## config.mk

```make
export PLATFORM = sky130hd
export DESIGN_NAME = arlk_reclose_lockout
export DESIGN_NICKNAME = d
export VERILOG_FILES = /design/src/core/arlk_reclose_lockout.v
export VERILOG_INCLUDE_DIRS = /design/src /design/src/core
export SDC_FILE = /design/constraint.sdc
export NUM_CORES = 1
export LEC_CHECK = 0
export BUFFER_PORTS_ARGS = -buffer_cell sky130_fd_sc_hd__buf_4
export CAP_MARGIN = 20
export CORE_MARGIN = 4
export CORE_UTILIZATION = 49
export DETAILED_ROUTE_END_ITERATION = 10
export HOLD_SLACK_MARGIN = 0.02
export PLACE_DENSITY = 0.77
export SLEW_MARGIN = 20
export SYNTH_ARGS = -nofsm -noshare
export SYNTH_HDL_FRONTEND = slang
export SYNTH_SLANG_ARGS = --single-unit
```

## constraint.sdc

```tcl
create_clock -name clk -period 4.5 [get_ports clk]
set_input_delay 0.9 -clock clk [delete_from_list [all_inputs] [get_ports clk]]
set_output_delay 0.9 -clock clk [all_outputs]
set_load 0.02 [all_outputs]
```

## src/core/arlk_consts.vh

```
`ifndef ARLK_CONSTS_VH
`define ARLK_CONSTS_VH

// Register byte offsets on the APB slave.
`define ARLK_REG_CTRL 8'h00
`define ARLK_REG_SWITCH 8'h04
`define ARLK_REG_PULSE 8'h08
`define ARLK_REG_TIMES 8'h0c
`define ARLK_REG_FTDLY 8'h10
`define ARLK_REG_WEIGHT 8'h14
`define ARLK_REG_MAINT 8'h18
`define ARLK_REG_STATUS 8'h1c

// Control register field positions.
`define ARLK_CTRL_ENABLE 0
`define ARLK_CTRL_FBUSED 1
`define ARLK_CTRL_SYNCEN 2
`define ARLK_CTRL_REMOPEN 3
`define ARLK_CTRL_MANOPEN 4
`define ARLK_CTRL_FTEN 5
`define ARLK_CTRL_SHOTS_LSB 8

// Switch group bit positions (group one in [7:0], group two in [15:8]).
`define ARLK_SW1_MANCLOSE_A 5
`define ARLK_SW1_MANCLOSE_B 6
`define ARLK_SW2_MAINTBLK 13
`define ARLK_SW2_OPCOIL_A 14
`define ARLK_SW2_OPCOIL_B 15
`define ARLK_SW2_SYNC_LSB 8

// Reset values.
`define ARLK_CTRL_RST 11'h001
`define ARLK_SWITCH_RST 16'h0000
`define ARLK_PULSE_RST 32'h00c8_00c8
`define ARLK_TIMES_RST 32'h01f4_2710
`define ARLK_FTDLY_RST 32'h0000_0000
`define ARLK_WEIGHT_RST 30'h0000_0000
`define ARLK_MAINT_RST 16'h0000
`define ARLK_SHOT_RST 3'h1

// Shot pointer values.
`define ARLK_PTR_FINAL 3'h6
`define ARLK_PTR_LOCK 3'h7

// Interruption and lock-out cause codes.
`define ARLK_CAUSE_NONE 4'h0
`define ARLK_CAUSE_FAIL 4'h1
`define ARLK_CAUSE_DEADCLOSE 4'h2
`define ARLK_CAUSE_INHIBIT 4'h3
`define ARLK_CAUSE_REMOTE 4'h4
`define ARLK_CAUSE_DISABLED 4'h5
`define ARLK_CAUSE_FAULT 4'h6
`define ARLK_CAUSE_CLOSEWAIT 4'h7
`define ARLK_CAUSE_MANCLOSE 4'h8
`define ARLK_CAUSE_MAINT 4'h9
`define ARLK_CAUSE_FINAL 4'ha

// Timing: clock period and time base tick in ns, durations in ms.
`define ARLK_CLK_NS 8
`define ARLK_TICK_NS 1000000
`define ARLK_ALARM_MIN_MS 8'hc8
`define ARLK_WAIT_MS 16'h07d0
`define ARLK_WATCH_MS 17'h1d4c0

`endif

```

## src/core/arlk_reclose_lockout.v

```verilog
// Decided for this implementation: the register offsets and the APB register port.
`timescale 1ns/1ps
`include "arlk_consts.vh"

module arlk_reclose_lockout
#(
  parameter integer TICK_CYCLES = `ARLK_TICK_NS / `ARLK_CLK_NS
)
(
  // Clock, reset and clock enable.
  input wire clk,
  input wire rst_b,
  input wire ce,
  // APB slave.
  input wire psel,
  input wire penable,
  input wire pwrite,
  input wire [7:0] paddr,
  input wire [31:0] pwdata,
  output reg [31:0] prdata,
  output reg pready,
  output reg pslverr,
  // Pins from the protection modules and the breaker.
  input wire [3:0] reclose_initiation_lines,
  input wire breaker_position_input,
  input wire close_inhibit_input,
  input wire reclose_inhibit_input,
  input wire synchronism_input,
  input wire internal_fault,
  // Breaker control and alarms.
  output reg breaker_open,
  output reg breaker_close,
  output reg breaker_fail_alarm,
  output reg [3:0] definite_trip_alarm
);

  // Sequencer states.
  localparam [1:0] ST_IDLE = 2'h0;
  localparam [1:0] ST_DEAD = 2'h1;
  localparam [1:0] ST_WAITC = 2'h2;
  localparam [1:0] ST_CLOSING = 2'h3;
  localparam integer TICK_LAST = TICK_CYCLES - 1;

  // Two-flop synchronisers for the nine pin inputs.
  reg [8:0] pin_meta_ff;
  reg [8:0] pin_sync_ff;
  // Software registers.
  reg [10:0] ctrl_ff;
  reg [15:0] switch_ff;
  reg [31:0] pulse_ff;
  reg [31:0] times_ff;
  reg [31:0] ftdly_ff;
  reg [29:0] weight_ff;
  reg [15:0] prealarm_ff;
  reg [15:0] maint_ld_ff;
  reg maint_load_ff;
  reg rem_open_ff;
  reg man_open_ff;
  // Time base.
  reg [16:0] tick_cnt_ff;
  reg tick_ff;
  // Breaker control and supervision.
  reg pos_d_ff;
  reg [15:0] pulse_cnt_ff;
  reg fail_evt_ff;
  // Sequencer.
  reg [1:0] state_ff;
  reg [2:0] ptr_ff;
  reg [2:0] shot_ff;
  reg [15:0] st_cnt_ff;
  reg seen_ff;
  reg [15:0] reclaim_cnt_ff;
  reg reclaim_run_ff;
  reg [3:0] cause_ff;
  reg close_req_ff;
  reg timeout_ff;
  // Maintenance and alarms.
  reg [15:0] maint_ff;
  reg [7:0] cbf_cnt_ff;
  reg [3:0] dt_evt_ff;
  wire [3:0] long_act;
  wire [3:0] ft_ready;

  // Synchronised pin views.
  wire [3:0] lines = pin_sync_ff[3:0];
  wire pos_s = pin_sync_ff[4];
  wire close_inhibit_input_s = pin_sync_ff[5];
  wire reclose_inhibit_input_s = pin_sync_ff[6];
  wire sync_s = pin_sync_ff[7];
  wire fault_s = pin_sync_ff[8];

  // Decoded settings.
  wire enable = ctrl_ff[`ARLK_CTRL_ENABLE];
  wire opcoil = switch_ff[`ARLK_SW2_OPCOIL_A] & switch_ff[`ARLK_SW2_OPCOIL_B];
  wire fb_used = ctrl_ff[`ARLK_CTRL_FBUSED] & ~opcoil;
  wire [2:0] shots = ctrl_ff[`ARLK_CTRL_SHOTS_LSB+2:`ARLK_CTRL_SHOTS_LSB];
  wire maint_en = |weight_ff;
  wire maint_zero = maint_en & (maint_ff == 16'h0000);
  wire any_line = |lines;
  wire [3:0] low_line = lines & (~lines + 4'h1);

  // Breaker events: in opening-coil mode the input marks a trip, not a position.
  wire open_evt = opcoil ? (pos_s & ~pos_d_ff) :
                  fb_used ? (~pos_s & pos_d_ff) : (rem_open_ff | man_open_ff);
  wire close_evt = fb_used & pos_s & ~pos_d_ff;
  wire man_close = close_evt & ~breaker_close;
  wire in_seq = (state_ff != ST_IDLE) | ((ptr_ff != 3'h1) & (ptr_ff != `ARLK_PTR_LOCK));
  wire man_close_lock = man_close & (in_seq | switch_ff[`ARLK_SW1_MANCLOSE_A] |
                                     switch_ff[`ARLK_SW1_MANCLOSE_B]);

  // Final trip fires once the lowest ready line has held for its own delay.
  wire [3:0] ft_fire_vec = ft_ready & (~ft_ready + 4'h1);
  wire ft_fire = (state_ff == ST_IDLE) & (ptr_ff == `ARLK_PTR_FINAL) & enable & (|ft_ready);
  wire open_req = ft_fire | rem_open_ff | man_open_ff;

  // Level causes keep the pointer at lock-out until they clear.
  wire lock_level = reclose_inhibit_input_s | ~enable | fault_s | (maint_zero & switch_ff[`ARLK_SW2_MAINTBLK]);

  // Close pre-conditions, with synchronism required only for enabled shots.
  wire sync_need = ctrl_ff[`ARLK_CTRL_SYNCEN] & switch_ff[`ARLK_SW2_SYNC_LSB + shot_ff - 3'h1];
  wire close_ok = ~(fb_used & pos_s) & ~any_line & ~close_inhibit_input_s &
                  ~(switch_ff[`ARLK_SW2_MAINTBLK] & maint_zero) & (~sync_need | sync_s);

  // Interruption of a running shot sequence, first match recorded.
  wire seq_run = state_ff != ST_IDLE;
  wire dead_close = (state_ff == ST_DEAD) & close_evt;
  wire abort = seq_run & (fail_evt_ff | dead_close | reclose_inhibit_input_s | rem_open_ff |
                          ~enable | fault_s | timeout_ff);
  reg [3:0] abort_cause;

  // Maintenance decrement weight: lowest active line, or manual when none.
  reg [5:0] dec_w;

  // Cause encoder and weight select.
  always @*
  begin
    abort_cause = `ARLK_CAUSE_FAULT;
    if (fail_evt_ff)
      abort_cause = `ARLK_CAUSE_FAIL;
    else if (timeout_ff)
      abort_cause = `ARLK_CAUSE_CLOSEWAIT;
    else if (dead_close)
      abort_cause = `ARLK_CAUSE_DEADCLOSE;
    else if (reclose_inhibit_input_s)
      abort_cause = `ARLK_CAUSE_INHIBIT;
    else if (rem_open_ff)
      abort_cause = `ARLK_CAUSE_REMOTE;
    else if (~enable)
      abort_cause = `ARLK_CAUSE_DISABLED;
    if (low_line[0])
      dec_w = weight_ff[5:0];
    else if (low_line[1])
      dec_w = weight_ff[11:6];
    else if (low_line[2])
      dec_w = weight_ff[17:12];
    else if (low_line[3])
      dec_w = weight_ff[23:18];
    else
      dec_w = weight_ff[29:24];
  end

  // Pin synchroniser; only the second stage is read by logic.
  always @(posedge clk or negedge rst_b)
  begin
    if (!rst_b)
    begin
      pin_meta_ff <= 9'h000;
      pin_sync_ff <= 9'h000;
    end
    else if (ce)
    begin
      pin_meta_ff <= {internal_fault, synchronism_input, reclose_inhibit_input,
                      close_inhibit_input, breaker_position_input, reclose_initiation_lines};
      pin_sync_ff <= pin_meta_ff;
    end
  end

  // Millisecond time base for every duration.
  always @(posedge clk or negedge rst_b)
  begin
    if (!rst_b)
    begin
      tick_cnt_ff <= 17'h00000;
      tick_ff <= 1'b0;
    end
    else if (ce)
    begin
      tick_ff <= ({15'h0000, tick_cnt_ff} == TICK_LAST);
      if ({15'h0000, tick_cnt_ff} == TICK_LAST)
        tick_cnt_ff <= 17'h00000;
      else
        tick_cnt_ff <= tick_cnt_ff + 17'h00001;
    end
  end

  // APB slave: every access takes two access cycles; unmapped offsets answer with pslverr.
  wire acc_first = psel & penable & ~pready;
  wire acc_done = psel & penable & pready;
  reg [31:0] rd_mux;
  reg hit;

  // Read multiplexer; status shows the sequencer's own state.
  always @*
  begin
    hit = 1'b1;
    rd_mux = 32'h0000_0000;
    case (paddr)
      `ARLK_REG_CTRL: rd_mux = {21'h000000, ctrl_ff & 11'h727};
      `ARLK_REG_SWITCH: rd_mux = {16'h0000, switch_ff};
      `ARLK_REG_PULSE: rd_mux = pulse_ff;
      `ARLK_REG_TIMES: rd_mux = times_ff;
      `ARLK_REG_FTDLY: rd_mux = ftdly_ff;
      `ARLK_REG_WEIGHT: rd_mux = {2'h0, weight_ff};
      `ARLK_REG_MAINT: rd_mux = {prealarm_ff, maint_ff};
      `ARLK_REG_STATUS: rd_mux = {15'h0000, reclaim_run_ff, cause_ff, definite_trip_alarm,
                                  breaker_fail_alarm, maint_zero, state_ff, 1'b0, ptr_ff};
      default: hit = 1'b0;
    endcase
  end

  // Register writes take effect at the completing access edge.
  always @(posedge clk or negedge rst_b)
  begin
    if (!rst_b)
    begin
      pready <= 1'b0;
      pslverr <= 1'b0;
      prdata <= 32'h0000_0000;
      ctrl_ff <= `ARLK_CTRL_RST;
      switch_ff <= `ARLK_SWITCH_RST;
      pulse_ff <= `ARLK_PULSE_RST;
      times_ff <= `ARLK_TIMES_RST;
      ftdly_ff <= `ARLK_FTDLY_RST;
      weight_ff <= `ARLK_WEIGHT_RST;
      prealarm_ff <= `ARLK_MAINT_RST;
      maint_ld_ff <= `ARLK_MAINT_RST;
      maint_load_ff <= 1'b0;
      rem_open_ff <= 1'b0;
      man_open_ff <= 1'b0;
    end
    else if (ce)
    begin
      pready <= acc_first;
      pslverr <= acc_first & ~hit;
      if (acc_first & ~pwrite & hit)
        prdata <= rd_mux;
      // Command bits are one-cycle strobes and never stored.
      maint_load_ff <= 1'b0;
      rem_open_ff <= 1'b0;
      man_open_ff <= 1'b0;
      if (acc_done & pwrite)
      begin
        case (paddr)
          `ARLK_REG_CTRL:
          begin
            ctrl_ff <= pwdata[10:0] & 11'h727;
            rem_open_ff <= pwdata[`ARLK_CTRL_REMOPEN];
            man_open_ff <= pwdata[`ARLK_CTRL_MANOPEN];
          end
          `ARLK_REG_SWITCH: switch_ff <= pwdata[15:0];
          `ARLK_REG_PULSE: pulse_ff <= pwdata;
          `ARLK_REG_TIMES: times_ff <= pwdata;
          `ARLK_REG_FTDLY: ftdly_ff <= pwdata;
          `ARLK_REG_WEIGHT: weight_ff <= pwdata[29:0];
          `ARLK_REG_MAINT:
          begin
            maint_ld_ff <= pwdata[15:0];
            prealarm_ff <= pwdata[31:16];
            maint_load_ff <= 1'b1;
          end
          default: maint_load_ff <= 1'b0;
        endcase
      end
    end
  end

  // Per-line watch counters and definite trip alarms.
  genvar gi;
  generate
    for (gi = 0; gi < 4; gi = gi + 1)
    begin : g_line
      reg [16:0] watch_ff;
      reg [7:0] hold_ff;
      assign long_act[gi] = (watch_ff == `ARLK_WATCH_MS);
      assign ft_ready[gi] = lines[gi] & (watch_ff >= {9'h000, ftdly_ff[8*gi+7:8*gi]});
      // Milliseconds of continuous activity, saturating at the watch limit.
      always @(posedge clk or negedge rst_b)
      begin
        if (!rst_b)
        begin
          watch_ff <= 17'h00000;
          hold_ff <= 8'h00;
          definite_trip_alarm[gi] <= 1'b0;
        end
        else if (ce)
        begin
          if (~lines[gi])
            watch_ff <= 17'h00000;
          else if (tick_ff & ~long_act[gi])
            watch_ff <= watch_ff + 17'h00001;
          // A new event restarts the minimum hold time.
          if (dt_evt_ff[gi])
            hold_ff <= `ARLK_ALARM_MIN_MS;
          else if (tick_ff & (hold_ff != 8'h00))
            hold_ff <= hold_ff - 8'h01;
          definite_trip_alarm[gi] <= long_act[gi] | (hold_ff != 8'h00) | dt_evt_ff[gi];
        end
      end
    end
  endgenerate

  // Open and close pulse generator with position supervision.
  always @(posedge clk or negedge rst_b)
  begin
    if (!rst_b)
    begin
      breaker_open <= 1'b0;
      breaker_close <= 1'b0;
      pulse_cnt_ff <= 16'h0000;
      fail_evt_ff <= 1'b0;
      pos_d_ff <= 1'b0;
    end
    else if (ce)
    begin
      pos_d_ff <= pos_s;
      fail_evt_ff <= 1'b0;
      if (open_req)
      begin
        // Open always wins and cuts a running close pulse.
        breaker_open <= 1'b1;
        breaker_close <= 1'b0;
        pulse_cnt_ff <= pulse_ff[15:0];
      end
      else if (close_req_ff & ~breaker_open)
      begin
        breaker_close <= 1'b1;
        pulse_cnt_ff <= pulse_ff[31:16];
      end
      else if (breaker_open | breaker_close)
      begin
        if (fb_used & (breaker_open ? ~pos_s : pos_s))
        begin
          breaker_open <= 1'b0;
          breaker_close <= 1'b0;
        end
        else if (tick_ff)
        begin
          if (pulse_cnt_ff <= 16'h0001)
          begin
            breaker_open <= 1'b0;
            breaker_close <= 1'b0;
            fail_evt_ff <= fb_used;
          end
          pulse_cnt_ff <= pulse_cnt_ff - 16'h0001;
        end
      end
    end
  end

  // Weighted maintenance down-counter; a non-zero load clears the zero alarm.
  always @(posedge clk or negedge rst_b)
  begin
    if (!rst_b)
      maint_ff <= `ARLK_MAINT_RST;
    else if (ce)
    begin
      if (maint_load_ff)
        maint_ff <= maint_ld_ff;
      else if (open_evt & maint_en)
        maint_ff <= (maint_ff > {10'h000, dec_w}) ? maint_ff - {10'h000, dec_w} : 16'h0000;
    end
  end

  // Breaker fail alarm: permanent at zero count, otherwise a 0.2 s pulse.
  wire pre_hit = open_evt & (prealarm_ff != 16'h0000) & maint_en & (maint_ff <= prealarm_ff);
  always @(posedge clk or negedge rst_b)
  begin
    if (!rst_b)
    begin
      cbf_cnt_ff <= 8'h00;
      breaker_fail_alarm <= 1'b0;
    end
    else if (ce)
    begin
      if (fail_evt_ff | timeout_ff | pre_hit)
        cbf_cnt_ff <= `ARLK_ALARM_MIN_MS;
      else if (tick_ff & (cbf_cnt_ff != 8'h00))
        cbf_cnt_ff <= cbf_cnt_ff - 8'h01;
      breaker_fail_alarm <= maint_zero | (cbf_cnt_ff != 8'h00);
    end
  end

  // Shot sequencer, shot pointer, lock-out and reclaim timer.
  always @(posedge clk or negedge rst_b)
  begin
    if (!rst_b)
    begin
      state_ff <= ST_IDLE;
      ptr_ff <= `ARLK_SHOT_RST;
      shot_ff <= `ARLK_SHOT_RST;
      st_cnt_ff <= 16'h0000;
      seen_ff <= 1'b0;
      reclaim_cnt_ff <= 16'h0000;
      reclaim_run_ff <= 1'b0;
      cause_ff <= `ARLK_CAUSE_NONE;
      close_req_ff <= 1'b0;
      timeout_ff <= 1'b0;
      dt_evt_ff <= 4'h0;
    end
    else if (ce)
    begin
      close_req_ff <= 1'b0;
      timeout_ff <= 1'b0;
      dt_evt_ff <= 4'h0;
      // Reclaim counts only once no lock-out cause remains.
      if (reclaim_run_ff & ~lock_level & tick_ff)
      begin
        if (reclaim_cnt_ff <= 16'h0001)
        begin
          reclaim_run_ff <= 1'b0;
          ptr_ff <= `ARLK_SHOT_RST;
        end
        else
          reclaim_cnt_ff <= reclaim_cnt_ff - 16'h0001;
      end
      case (state_ff)
        ST_IDLE:
        begin
          if (ft_fire)
          begin
            dt_evt_ff <= ft_fire_vec;
            ptr_ff <= `ARLK_PTR_LOCK;
            cause_ff <= `ARLK_CAUSE_FINAL;
            reclaim_cnt_ff <= times_ff[15:0];
            reclaim_run_ff <= 1'b1;
          end
          else if (open_evt & any_line)
          begin
            if (enable & (ptr_ff != 3'h0) & (ptr_ff <= shots) & (ptr_ff < `ARLK_PTR_FINAL))
            begin
              state_ff <= ST_DEAD;
              shot_ff <= ptr_ff;
              st_cnt_ff <= times_ff[31:16];
            end
            else
              dt_evt_ff <= low_line;
          end
        end
        ST_DEAD:
        begin
          if (tick_ff)
          begin
            if (st_cnt_ff <= 16'h0001)
            begin
              state_ff <= ST_WAITC;
              st_cnt_ff <= `ARLK_WAIT_MS;
            end
            else
              st_cnt_ff <= st_cnt_ff - 16'h0001;
          end
        end
        ST_WAITC:
        begin
          if (close_ok)
          begin
            close_req_ff <= 1'b1;
            state_ff <= ST_CLOSING;
            seen_ff <= 1'b0;
          end
          else if (tick_ff)
          begin
            if (st_cnt_ff <= 16'h0001)
              timeout_ff <= 1'b1;
            else
              st_cnt_ff <= st_cnt_ff - 16'h0001;
          end
        end
        default:
        begin
          if (breaker_close)
            seen_ff <= 1'b1;
          else if (seen_ff & ~fail_evt_ff)
          begin
            // Successful reclose: advance, or after the last shot go to final trip (FTEN set) or lock out.
            state_ff <= ST_IDLE;
            reclaim_cnt_ff <= times_ff[15:0];
            reclaim_run_ff <= 1'b1;
            if (shot_ff >= shots)
              ptr_ff <= ctrl_ff[`ARLK_CTRL_FTEN] ? `ARLK_PTR_FINAL : `ARLK_PTR_LOCK;
            else
              ptr_ff <= shot_ff + 3'h1;
          end
        end
      endcase
      // Aborts and forced lock-outs override the sequence.
      if (abort)
      begin
        state_ff <= ST_IDLE;
        cause_ff <= abort_cause;
      end
      if (abort | lock_level | fail_evt_ff | timeout_ff | man_close_lock)
      begin
        ptr_ff <= `ARLK_PTR_LOCK;
        reclaim_cnt_ff <= times_ff[15:0];
        reclaim_run_ff <= 1'b1;
        if (~abort & man_close_lock)
          cause_ff <= `ARLK_CAUSE_MANCLOSE;
        else if (~abort & maint_zero & lock_level & ~reclose_inhibit_input_s & enable & ~fault_s)
          cause_ff <= `ARLK_CAUSE_MAINT;
      end
    end
  end

endmodule

```

== After elaboration in Yosys (flattened, before gate mapping) ==
Cells that the tools add are included.
Widths: inputs -> output; s select.

* Flip-flop bits (word level): 455
* Latch bits: 0
* Bits in writable memories: 0
* ROM bits: 0
* Input bits: 55
* Word-level logic and storage cells: 423
* Memories kept: 0

* Add/subtract/negate cells: 19
* Multipliers: 0
* Divide/modulo/power cells: 0
* Order comparisons: 13
* Eq/ne operators: 38
* Shift operators: 0
* Multiplexer cells: 125
* Bitwise logic cells: 121
* Reductions and logical operators: 58

{| class="wikitable"
|+ Operator list
! operator !! count
|-
| $mux 16 || 22
|-
| $pmux 32 s8 || 1
|-
| $mux 17 || 9
|-
| $add 17x1->17 const B || 5
|-
| $eq 17x17->1 const B || 5
|-
| $mux 8 || 10
|-
| $ge 17x8->1 || 4
|-
| $and 1x1->1 || 60
|-
| $mux 4 || 14
|-
| $le 16x1->1 const B || 3
|-
| $pmux 16 s3 || 1
|-
| $sub 16x1->16 const B || 3
|-
| $mux 1 || 40
|-
| $reduce_bool 8->1 || 5
|-
| $sub 8x1->8 const B || 5
|-
| $eq 8x5->1 const B || 4
|-
| $lt 32x5->1 const B || 1
|-
| $or 1x1->1 || 32
|-
| $pmux 16 s2 || 1
|-
| $reduce_or 30->1 || 1
|-
| $not 1->1 || 25
|-
| $mux 6 || 4
|-
| $mux 2 || 11
|-
| $reduce_and 2->1 || 11
|-
| 43 further kinds || 97
|}

== Longest topological paths before layout ==
Gate-level depths: netlist of the first run.

* Word-level depth: 22
* Depth in mapped cells: 16

== Worst setup path before layout of the first run ==
Ideal clock, no wire load.

* Path kind: register -> register
* From: register pin_sync_ff[1]
* To: register maint_ff[13]
* Setup time: 0.121 ns
* Arrival time: 3.125 ns
* Required time: 4.379 ns
* Setup slack: 1.254 ns
* Cell stages (with the launch flop): 14
* Path buffers: 2
* Path through: dfrtp_1 clkbuf_1 nor4_1 a221oi_1 ha_1 nor2b_1 o21ai_0 a21oi_1 o21ai_0 o2bb2ai_1 a21o_1 clkbuf_1 o31ai_1 a22o_1

* Longest elaborated chain between the ends: 11

{| class="wikitable"
|+ RTL lines
! element !! RTL line !! RTL
|-
| from (decl) || arlk_reclose_lockout.v:46 || <nowiki>reg [8:0] pin_sync_ff;</nowiki>
|-
| from (signal assigned) || arlk_reclose_lockout.v:174 || <nowiki>pin_sync_ff <= pin_meta_ff;</nowiki>
|-
| $not 4->4 || arlk_reclose_lockout.v:100 || <nowiki>wire [3:0] low_line = lines & (~lines + 4'h1);</nowiki>
|-
| $add 4x1->4 || arlk_reclose_lockout.v:100 ||
|-
| $and 4x4->4 (*) || arlk_reclose_lockout.v:100 ||
|-
| $mux 6 || arlk_reclose_lockout.v:156 || <nowiki>else if (low_line[3])</nowiki>
|-
| $mux 6 || arlk_reclose_lockout.v:154 || <nowiki>else if (low_line[2])</nowiki>
|-
| $mux 6 (*) || arlk_reclose_lockout.v:152 || <nowiki>else if (low_line[1])</nowiki>
|-
| $mux 6 (*) || arlk_reclose_lockout.v:150 || <nowiki>if (low_line[0])</nowiki>
|-
| $sub 16x6->16 / $gt 16x6->1 (equally long branches) || arlk_reclose_lockout.v:370 || <nowiki>maint_ff <= (maint_ff > {10'h000, dec_w}) ? maint_ff - {10'h000, dec_w} : 16'h0000;</nowiki>
|-
| $mux 16 (*) || arlk_reclose_lockout.v:370 ||
|-
| $mux 16 (*) || arlk_reclose_lockout.v:369 || <nowiki>else if (open_evt & maint_en)</nowiki>
|-
| $mux 16 (*) || arlk_reclose_lockout.v:367 || <nowiki>if (maint_load_ff)</nowiki>
|-
| to (signal assigned) || arlk_reclose_lockout.v:364 || <nowiki>maint_ff <= `ARLK_MAINT_RST;</nowiki>
|-
| to (signal assigned) || arlk_reclose_lockout.v:368 || <nowiki>maint_ff <= maint_ld_ff;</nowiki>
|-
| to (signal assigned) || arlk_reclose_lockout.v:370 ||
|-
| to (decl) || arlk_reclose_lockout.v:78 || <nowiki>reg [15:0] maint_ff;</nowiki>
|}

Every way passes the cells marked *; elsewhere a longest branch is shown, timed or not. The select of a mux whose other input is x is not followed.
A chain may end at the register's enable or synchronous reset.

== Final worst setup path of the first run ==
* From: register pin_sync_ff[1]
* To: register maint_ff[15]

The elaborated chain is that of the path after synthesis.

==> reports/results.ini, run 1 <==
[worst_setup_path]
crit_family=compound AO/OA/AOI/OAI gates
path_cells=inv_1, and3_1, a21oi_1, o21ai_0, a221oi_1, ha_1, nor2b_1, o21ai_0, a21oi_1, o21ai_0, o2bb2ai_1, a21o_1, o21ai_0, a22o_1
worst-path-buf-inv=1
reg2regPathDepth=14
start_kind=register
worstPathArrival_ns=4.57
worstSetupPathDepth=14
crit_path_top_delay_cell=dfrtp_1
crit_fanout=22
cp.required_ns=5.01
cp-end-kind=register
crit_type=register to register
worst_path_largest_cell_delay_ns=0.62
worst_path_most_repeated_cell=o21ai_0

[yosys]
synthArstFlopShare=1.00
ys_seq_elements=455
synth_ff_type=dfrtp_1
yosys.area.top_type=dfrtp_1
synth_cells=2417
syn-num-nets=2565
syn_area_sq_um=24300
synth-seq-area-share=0.470
syn_avg_cell_area_sq_um=10.0
synth_edf_count=0
synth_area_leaders=dfrtp_1, mux2_2, ha_1
yosysWarnings=0
synth_cell_types=84
synth_top_area_frac=0.448

[floorplan]
die_w_um=231
core_sq_um=49000
dieArea_sq_um=53200
rows=81
start_util=0.496
die_y_um=231
boundaryPins=96

[sta]
maxSlewHeadroom=0.311
min_period_over_period=0.902
holdWs_ns=0.324
finalHoldViolCount=0
setup-violations-final=0
maxClockFrequency_mhz=246
slew_viol_final=0
worst_pin_slew_ns=1.02
fin_worst_skew_ns=0.0306
rsz0062_at_grt=no
finalCriticalPeriod_ns=4.06
finalSetupTns_ns=0

[cells_and_area]
drive_gt1_frac=0.184
nNetsFinal=2646
fin_cells=3204
multi_input_area_sq_um=12100
areaGrowthSynthToFinish_pct=13.6
fillers=4098
diodes=0
regArea_sq_um=11400

[pwr]
leakagePower_nw=12.6
finalPower_w=0.0111
vdd.ir_drop.worst_mv=0.336
power_density_nw_per_um2=403

[routing]
dr_total_vias=20600
wirelength_um=75800
wl_met1_um=30700
antenna_left=0
top_layer=met4
dr_wl_met3_um=6890
dr.pass1.iters=7
route.met2.wl_um=34700
vias_per_cell=6.43
post-route-drc-count=0
first_iter_violations=2397
wl_per_cell_um=23.7

[clock_tree]
holdBufCountCts=0
clock-sinks=455
cts-resized-gates=0
cts_buffers=51
cts_tree=done
htreeDepth=2
worstSkewPairLatency_ns=0.62
cts_root_buf=clkbuf_16
postCtsSetupBuffers=0
clk_pin_slew_ns=0.06
clock_path_buffers=3

[place]
dp_cells=3109
dpl.hpwl_um=55100
portBuffers=95
gp_congestion=0.969

[global_route]
grt.total_usage=0.280
grt_first_pass_wirelength_um=118000
grt.overflow.total=0
grt_max_degree=108
antenna_found_initial=0
grt_pass1_vias=20300

[hold_path]
hold_class=input port to async pin

[job]
maxCapViolCount=0

[outcome]
status=finished, final reports clean

## area by class of cell
class                   instances  share of cell area
clock buffers                  74              0.0548
clock inverters                21              0.0102
inverters                     105              0.0143
multi-input cells            1750               0.439
flip-flops and latches        455               0.413
well taps                     664              0.0301
repair buffers                135              0.0384
## through the flow
stage	utilization	setup WS [ns]	area [sq um]
2_1_floorplan	-	1.25	24300
3_3_place_gp	0.527	0.695	25800
4_1_cts	0.564	0.511	27600
5_1_grt	0.564	0.136	27600
6_report	0.564	0.440	27600
3_5_place_dp	0.527	0.522	25800
## final timing paths
check	end	from	slack, ns
worst max-delay path	maint_ff[15]$_DFFE_PN0P_	pin_sync_ff[1]$_DFFE_PN0P_	0.44
worst min-delay path	reclaim_cnt_ff[10]$_DFFE_PN0P_	rst_b	0.32
worst max register to register	maint_ff[15]$_DFFE_PN0P_	pin_sync_ff[1]$_DFFE_PN0P_	0.44
worst min register to register	pulse_ff[3]$_DFFE_PN1P_	pulse_ff[3]$_DFFE_PN1P_	0.49
max in group asynchronous	tick_cnt_ff[13]$_DFFE_PN0P_	rst_b	2.93
min in group clk	pulse_ff[3]$_DFFE_PN1P_	pulse_ff[3]$_DFFE_PN1P_	0.49
## cells in the mapped netlist, types with 38 or more instances
master	instances
a21oi_1	96
a22oi_1	38
a31oi_1	46
clkbuf_1	93
dfrtp_1	435
ha_1	92
inv_1	105
mux2_2	191
nand2_1	199
nand3_1	50
nand4_1	38
nor2_1	237
nor3_1	53
nor4_1	41
o21ai_0	136
xor2_1	66
## state kept, by name (all words and copies together), names as in the netlist, 16 cells and up
register	count
switch_ff	16
reclaim_cnt_ff	16
maint_ff	16
g_line.hold_ff	32
g_line.watch_ff	68
weight_ff	30
pulse_cnt_ff	16
tick_cnt_ff	17
times_ff	32
prealarm_ff	16
ftdly_ff	32
st_cnt_ff	16
maint_ld_ff	16
pulse_ff	32
prdata	32
## logic make-up (layout without fill, tap and decap cells)
| group | after synthesis | after routing | share of synthesized area |
|---|---|---|---|
| xor+xnor | 102 | 102 | 0.0368 |
| mux | 203 | 203 | 0.0956 |
| compound gates | 571 | 571 | 0.161 |
| fa+ha+maj | 93 | 93 | 0.0482 |
| simple gates | 781 | 781 | 0.156 |
| flops | 455 | 455 | 0.470 |
| buf+inv | 212 | 335 | 0.0334 |
## metal layers
metal	vias to the layer above	global-route usage
met4	0	0.116
met1	10400	0.378
li1	9047	-
met3	203	0.0579
met5	-	0
met2	978	0.443
## report_power, final
group,switching [W],leakage [nW],internal [W],total [W]
Sequential,0.000363,6.06,0.00434,0.00470
Clock,0.00178,0.884,0.00263,0.00441
Combinational,0.00126,5.66,0.000759,0.00202
Total,0.00340,12.6,0.00773,0.0111
## cells in the final DEF (no fill, tap or decap), types with 40 or more instances in the layout
cell type,synthesis,layout
clkbuf_16,0,51
buf_4,1,131
nand2_1,199,199
nor2_1,237,235
inv_1,105,105
xor2_1,66,66
ha_1,92,92
nor4_1,41,40
nand3_1,50,50
a31oi_1,46,46
a21oi_1,96,95
nor3_1,53,49
dfrtp_1,435,435
mux2_2,191,191
o21ai_0,136,136
Power figures use the tool's default switching activity.
==> run 2, diff against run 1 <==
- BUFFER_PORTS_ARGS: -buffer_cell sky130_fd_sc_hd__buf_4 -> unset
- DONT_BUFFER_PORTS: unset -> 1
- PLACE_DENSITY: 0.77 -> unset
- PLACE_DENSITY_LB_ADDON: unset -> 0.12
==> run 2 against run 1 <==
Against the previous run: combinational power fell by 11%; sequential power increased by 1%; sequential share of layout area increased by 1.4 points; cell count down 3.3%; clock skew is essentially flat; wire length unchanged; critical path depth is 3 lower; design area is 3.2% lower; fmax grew 2.0%; register-to-register slack better by 0.08 ns; worst setup slack better by 0.078 ns; hold slack got worse by 0.24 ns.
==> reports/results.ini, run 2 (same netlist as run 1, synthesis figures left out) <==
[place]
dpl.hpwl_um=53800
place_area_sq_um=24900
place_ws_ns=0.551
portBuffers=0
gp_congestion=0.936

[worst_setup_path]
cp.required_ns=5.00
worst_path_most_repeated_cell=o21ai_0
crit_path_end=maint_ff[13]$_DFFE_PN0P_
cp-end-kind=register
reg2regPathDepth=11
crit_family=compound AO/OA/AOI/OAI gates
r2r_slack_ns=0.52
crit_type=register to register
start_kind=register
timing.rr.start=pin_sync_ff[0]$_DFFE_PN0P_
crit_fanout=22
worst_path_largest_cell_delay_ns=0.75
crit_path_top_delay_cell=nor4_1
r2r_end=maint_ff[13]$_DFFE_PN0P_
path_cells=nor4_1, a221oi_1, ha_1, nor2b_1, o21ai_0, a21oi_1, o21ai_0, o2bb2ai_1, a21o_1, o31ai_1, a22o_1
worst-path-buf-inv=0
worstSetupPathDepth=11
critPathLaunch=pin_sync_ff[0]$_DFFE_PN0P_
worstPathArrival_ns=4.48

[routing]
dr_total_vias=19500
post-route-drc-count=0
first_iter_violations=1855
dr.pass1.iters=6
vias_per_cell=6.30
wirelength_um=75800
antenna_left=0
wl_per_cell_um=24.5

[sta]
rsz0062_at_grt=no
slew_viol_final=0
maxSlewHeadroom=0.340
finalSetupTns_ns=0
setup-violations-final=0
maxClockFrequency_mhz=251
min_period_over_period=0.885
finalCriticalPeriod_ns=3.98
finalHoldViolCount=0
timing.final.ws_setup_ns=0.518
worst_pin_slew_ns=0.986
fin_worst_skew_ns=0.0308

[clock_tree]
worstSkewPairLatency_ns=0.62
cts_root_buf=clkbuf_16
cts_tree=done
htreeDepth=2
clock-sinks=455
cts_buffers=52
cts-resized-gates=0
clock_path_buffers=3
postCtsSetupBuffers=0
clk_pin_slew_ns=0.06

[cells_and_area]
areaGrowthSynthToFinish_pct=10.0
drive_gt1_frac=0.146
nNetsFinal=2542
final_common_cell=dfrtp_1
layout_common_cells=dfrtp_1, nor2_1, nand2_1
largest_register_ffs=68
top_register=g_line.watch_ff
diodes=0
final_area_sq_um=26700
fillers=4318

[floorplan]
dieArea_sq_um=53200
core_sq_um=49000
die_y_um=231
boundaryPins=96
die_w_um=231
rows=81
start_util=0.496

[global_route]
antenna_found_initial=4
grt.total_usage=0.282
grt_max_degree=456
grt_first_pass_wirelength_um=117000
grt.overflow.total=0
grt_pass1_vias=19100

[pwr]
power_density_nw_per_um2=407
leakagePower_nw=12.0
vdd.ir_drop.worst_mv=0.318
finalPower_w=0.0109

[job]
maxCapViolCount=0

[outcome]
status=finished, final reports clean

[hold_path]
hold_class=input port to async pin

[run 2: cell types whose count changed in the layout (fill, tap and decap cells not counted), sizes merged]
cell,previous run,this run
buf,135,29
clkbuf,74,81
clkinv,11,7
bufinv,5,4
clkinvlp,2,1
dlygate4sd3,0,1
inv,108,107
[run 2: metrics by stage]
| step | utilization | instances | hold slack, ns |
|---|---|---|---|
| finish | 0.546 | 3099 | 0.0799 |
| global placement | 0.510 | 3002 | 0.474 |
| detailed placement | 0.510 | 3002 | 0.488 |
| floorplan | - | 2417 | 0.449 |
| CTS | 0.545 | 3097 | -0.0430 |
| global route | 0.546 | 3099 | 0.0323 |
[run 2: final cells by class]
type / count / area, sq um / share of cell area
clock buffer: 81 / 1530 / 0.0573
clock inverter: 14 / 203 / 0.00758
inverter: 105 / 394 / 0.0147
multi-input combinational: 1750 / 12100 / 0.453
sequential: 455 / 11400 / 0.427
tap: 664 / 831 / 0.0311
timing repair buffer: 30 / 248 / 0.00927
[run 2: where the power goes]
group	internal [W]	leakage (nW)	total, W	switching (W)
Sequential	0.00434	6.06	0.00475	0.000408
Clock	0.00257	0.849	0.00433	0.00176
Combinational	0.000706	5.13	0.00180	0.00110
Total	0.00761	12.0	0.0109	0.00327
[run 2: worst reg2reg max path: cells and delay by family (launching register included)]
family                     cells  cell delay (ns)
and+or+nand+nor                2             0.90
AOI/OAI and AO/OA              8             2.06
adders and majority gates      1             0.38
DFF                            1             0.53
[run 2: metal layers]
| metal | part of all wire | global-route usage |
|---|---|---|
| met5 | 0.00017 | 0 |
| met1 | 0.43 | 0.395 |
| met3 | 0.076 | 0.0569 |
| met2 | 0.45 | 0.438 |
| met4 | 0.041 | 0.101 |
[run 2: how the worst min path moves through the flow]
stage                            endpoint  cells past startpoint
2_1_floorplan  pin_sync_ff[0]$_DFFE_PN0P_                      2
3_3_place_gp      man_open_ff$_DFFE_PN0P_                      1
3_5_place_dp      man_open_ff$_DFFE_PN0P_                      1
4_1_cts         st_cnt_ff[11]$_DFFE_PN0P_                      0
5_1_grt        pin_sync_ff[3]$_DFFE_PN0P_                      0
6_report         pulse_ff[20]$_DFFE_PN0P_                      0
==> run 3, diff against run 2 <==
--- a/config.mk
+++ b/config.mk
@@ -8,4 +8,5 @@
 export LEC_CHECK = 0
 export CAP_MARGIN = 20
+export CORE_ASPECT_RATIO = 1.75
 export CORE_MARGIN = 4
 export CORE_UTILIZATION = 49
==> constraint.sdc (replaced) <==
create_clock -name clk -period 4.5 [get_ports clk]
set_input_delay 0 -clock clk [delete_from_list [all_inputs] [get_ports clk]]
set_output_delay 0 -clock clk [all_outputs]
set_load 0.02 [all_outputs]
==> run 3 against run 2 <==
Against the previous run: the run now ends with negative hold slack, max-slew violations left; global-route usage rose by 2.4 points; cell count rose by 1.1%; count of clock-buffer cells in the layout fell by 26; fmax rose by 3.3%; power fell by 3.4%; core utilization rose by 0.62 points; critical endpoint is now maint_ff[15]$_DFFE_PN0P_; largest cell class unchanged; design area rose by 0.96%; non-clock buffer count rose by 56; sequential share of layout area fell by 0.41 points.
==> reports/results.ini, run 3 (same netlist as run 1, synthesis figures left out) <==
[outcome]
failed_checks=negative hold slack, max-slew violations
status=finished, violations left

[clock_tree]
worstSkewPairLatency_ns=0.58
htreeDepth=2
cts_tree=done
clk_pin_slew_ns=0.07
clock_path_buffers=3
cts_root_buf=clkbuf_16
clock-sinks=455
cts-resized-gates=0
holdBufCountCts=51
postCtsSetupBuffers=0
cts_buffers=45

[cells_and_area]
areaGrowthSynthToFinish_pct=11.1
largest_register_ffs=68
fillers=4256
final_common_cell=dfrtp_1
nNetsFinal=2591
drive_gt1_frac=0.145
layout_common_cells=dfrtp_1, nor2_1, nand2_1
top_register=g_line.watch_ff

[routing]
wl_met1_um=28100
first_iter_violations=1431
antenna_left=0
wirelength_um=82500
route.met2.wl_um=41900
dr.pass1.iters=7
post-route-drc-count=0
dr_wl_met3_um=4630
wl_per_cell_um=26.3
vias_per_cell=6.30
top_layer=met4
dr_total_vias=19800

[sta]
maxClockFrequency_mhz=259
slew_viol_final=177
min_period_over_period=0.857
finalSetupTns_ns=0
finalCriticalPeriod_ns=3.85
setup-violations-final=0
timing.final.ws_setup_ns=0.645
maxSlewHeadroom=-0.304
worst_pin_slew_ns=1.96
finalHoldViolCount=448
rsz0062_at_grt=no
fin_worst_skew_ns=0.0254
holdWs_ns=-0.861

[worst_setup_path]
critPathLaunch=pin_sync_ff[0]$_DFFE_PN0P_
crit_type=register to register
cp-end-kind=register
cp.required_ns=5.00
timing.rr.start=pin_sync_ff[0]$_DFFE_PN0P_
start_kind=register
crit_fanout=22
worstPathArrival_ns=4.36

[global_route]
grt_max_degree=456
grt.total_usage=0.306
antenna_found_initial=6
grt_first_pass_wirelength_um=124000
grt.overflow.total=0
grt_pass1_vias=19900

[place]
place_ws_ns=0.745
portBuffers=0
gp_congestion=0.993
dpl.hpwl_um=60200

[floorplan]
dieArea_sq_um=53300
boundaryPins=96
start_util=0.497
die_w_um=176
core_sq_um=48900
die_y_um=303
rows=107

[pwr]
leakagePower_nw=12.2
vdd.ir_drop.worst_mv=0.296
power_density_nw_per_um2=389

[job]
maxCapViolCount=0

[hold_path]
hold_class=input port to async pin

==> run 3: cell types whose count changed in the layout (fill, tap and decap cells not counted), sizes merged <==
cell | previous run | this run
dlygate4sd3 | 1 | 50
clkinv | 7 | 17
clkbuf | 81 | 55
inv | 107 | 105
clkinvlp | 1 | 4
diode | 0 | 4
buf | 29 | 36
==> run 3: worst max-delay path: stages, from the launching register on <==
cell,delay (ns)
dfrtp_1,0.54
nor3_1,0.42
nand2b_1,0.16
o22ai_1,0.17
nor2_1,0.07
ha_1,0.20
fa_1,0.41
nor2b_1,0.13
o21ai_0,0.10
a21oi_1,0.19
o21ai_0,0.15
o2bb2ai_1,0.15
a21o_1,0.42
o41ai_1,0.46
a22o_1,0.19
==> run 3: final cells by class <==
class / instances / area (sq um) / share of cell area
diodes: 4 / 10.0 / 0.000371
clock buffers: 55 / 1210 / 0.0450
clock inverters: 25 / 239 / 0.00886
inverters: 105 / 394 / 0.0146
multi-input cells: 1750 / 12100 / 0.449
flip-flops and latches: 455 / 11400 / 0.423
well taps: 654 / 818 / 0.0303
repair buffers: 86 / 791 / 0.0293
==> run 3: layer usage <==
layer,track usage,vias to the layer above
li1,-,8927
met1,0.322,9836
met2,0.543,715
met3,0.0472,272
met4,0.234,0
met5,0,-
==> run 3: per-stage QoR <==
stage	utilization	power, W	hold WS [ns]	instance area, sq um	cells
after global placement	0.511	0.00655	-0.283	25000	2999
after detailed placement	0.511	0.00660	-0.281	25000	2999
final	0.552	0.0105	-0.861	27000	3134
after global routing	0.552	0.0109	-0.875	27000	3133
after CTS	0.552	0.0105	-0.877	27000	3130
after floorplan	-	0.00599	-0.296	24300	2417
==> run 3: path summary, 6_finish.rpt <==
kind                                                  to  slack, ns  depth (start not counted)
max in group asynchronous  reclaim_cnt_ff[0]$_DFFE_PN0P_       3.82                          0
hold reg to reg                  man_open_ff$_DFFE_PN0P_       0.49                          1
setup / recovery                maint_ff[15]$_DFFE_PN0P_       0.65                         14
min in group clk                      pready$_DFFE_PN0P_          0                          3
hold / removal                  st_cnt_ff[2]$_DFFE_PN0P_      -0.86                          0
setup reg to reg                maint_ff[15]$_DFFE_PN0P_       0.65                         14
==> run 3: report_power, final <==
part / leakage (nW) / switching, W / total [W] / internal [W]
Combinational: 5.38 / 0.00119 / 0.00191 / 0.000721
Sequential: 6.06 / 0.000407 / 0.00474 / 0.00434
Clock: 0.720 / 0.00170 / 0.00385 / 0.00215
Total: 12.2 / 0.00330 / 0.0105 / 0.00721
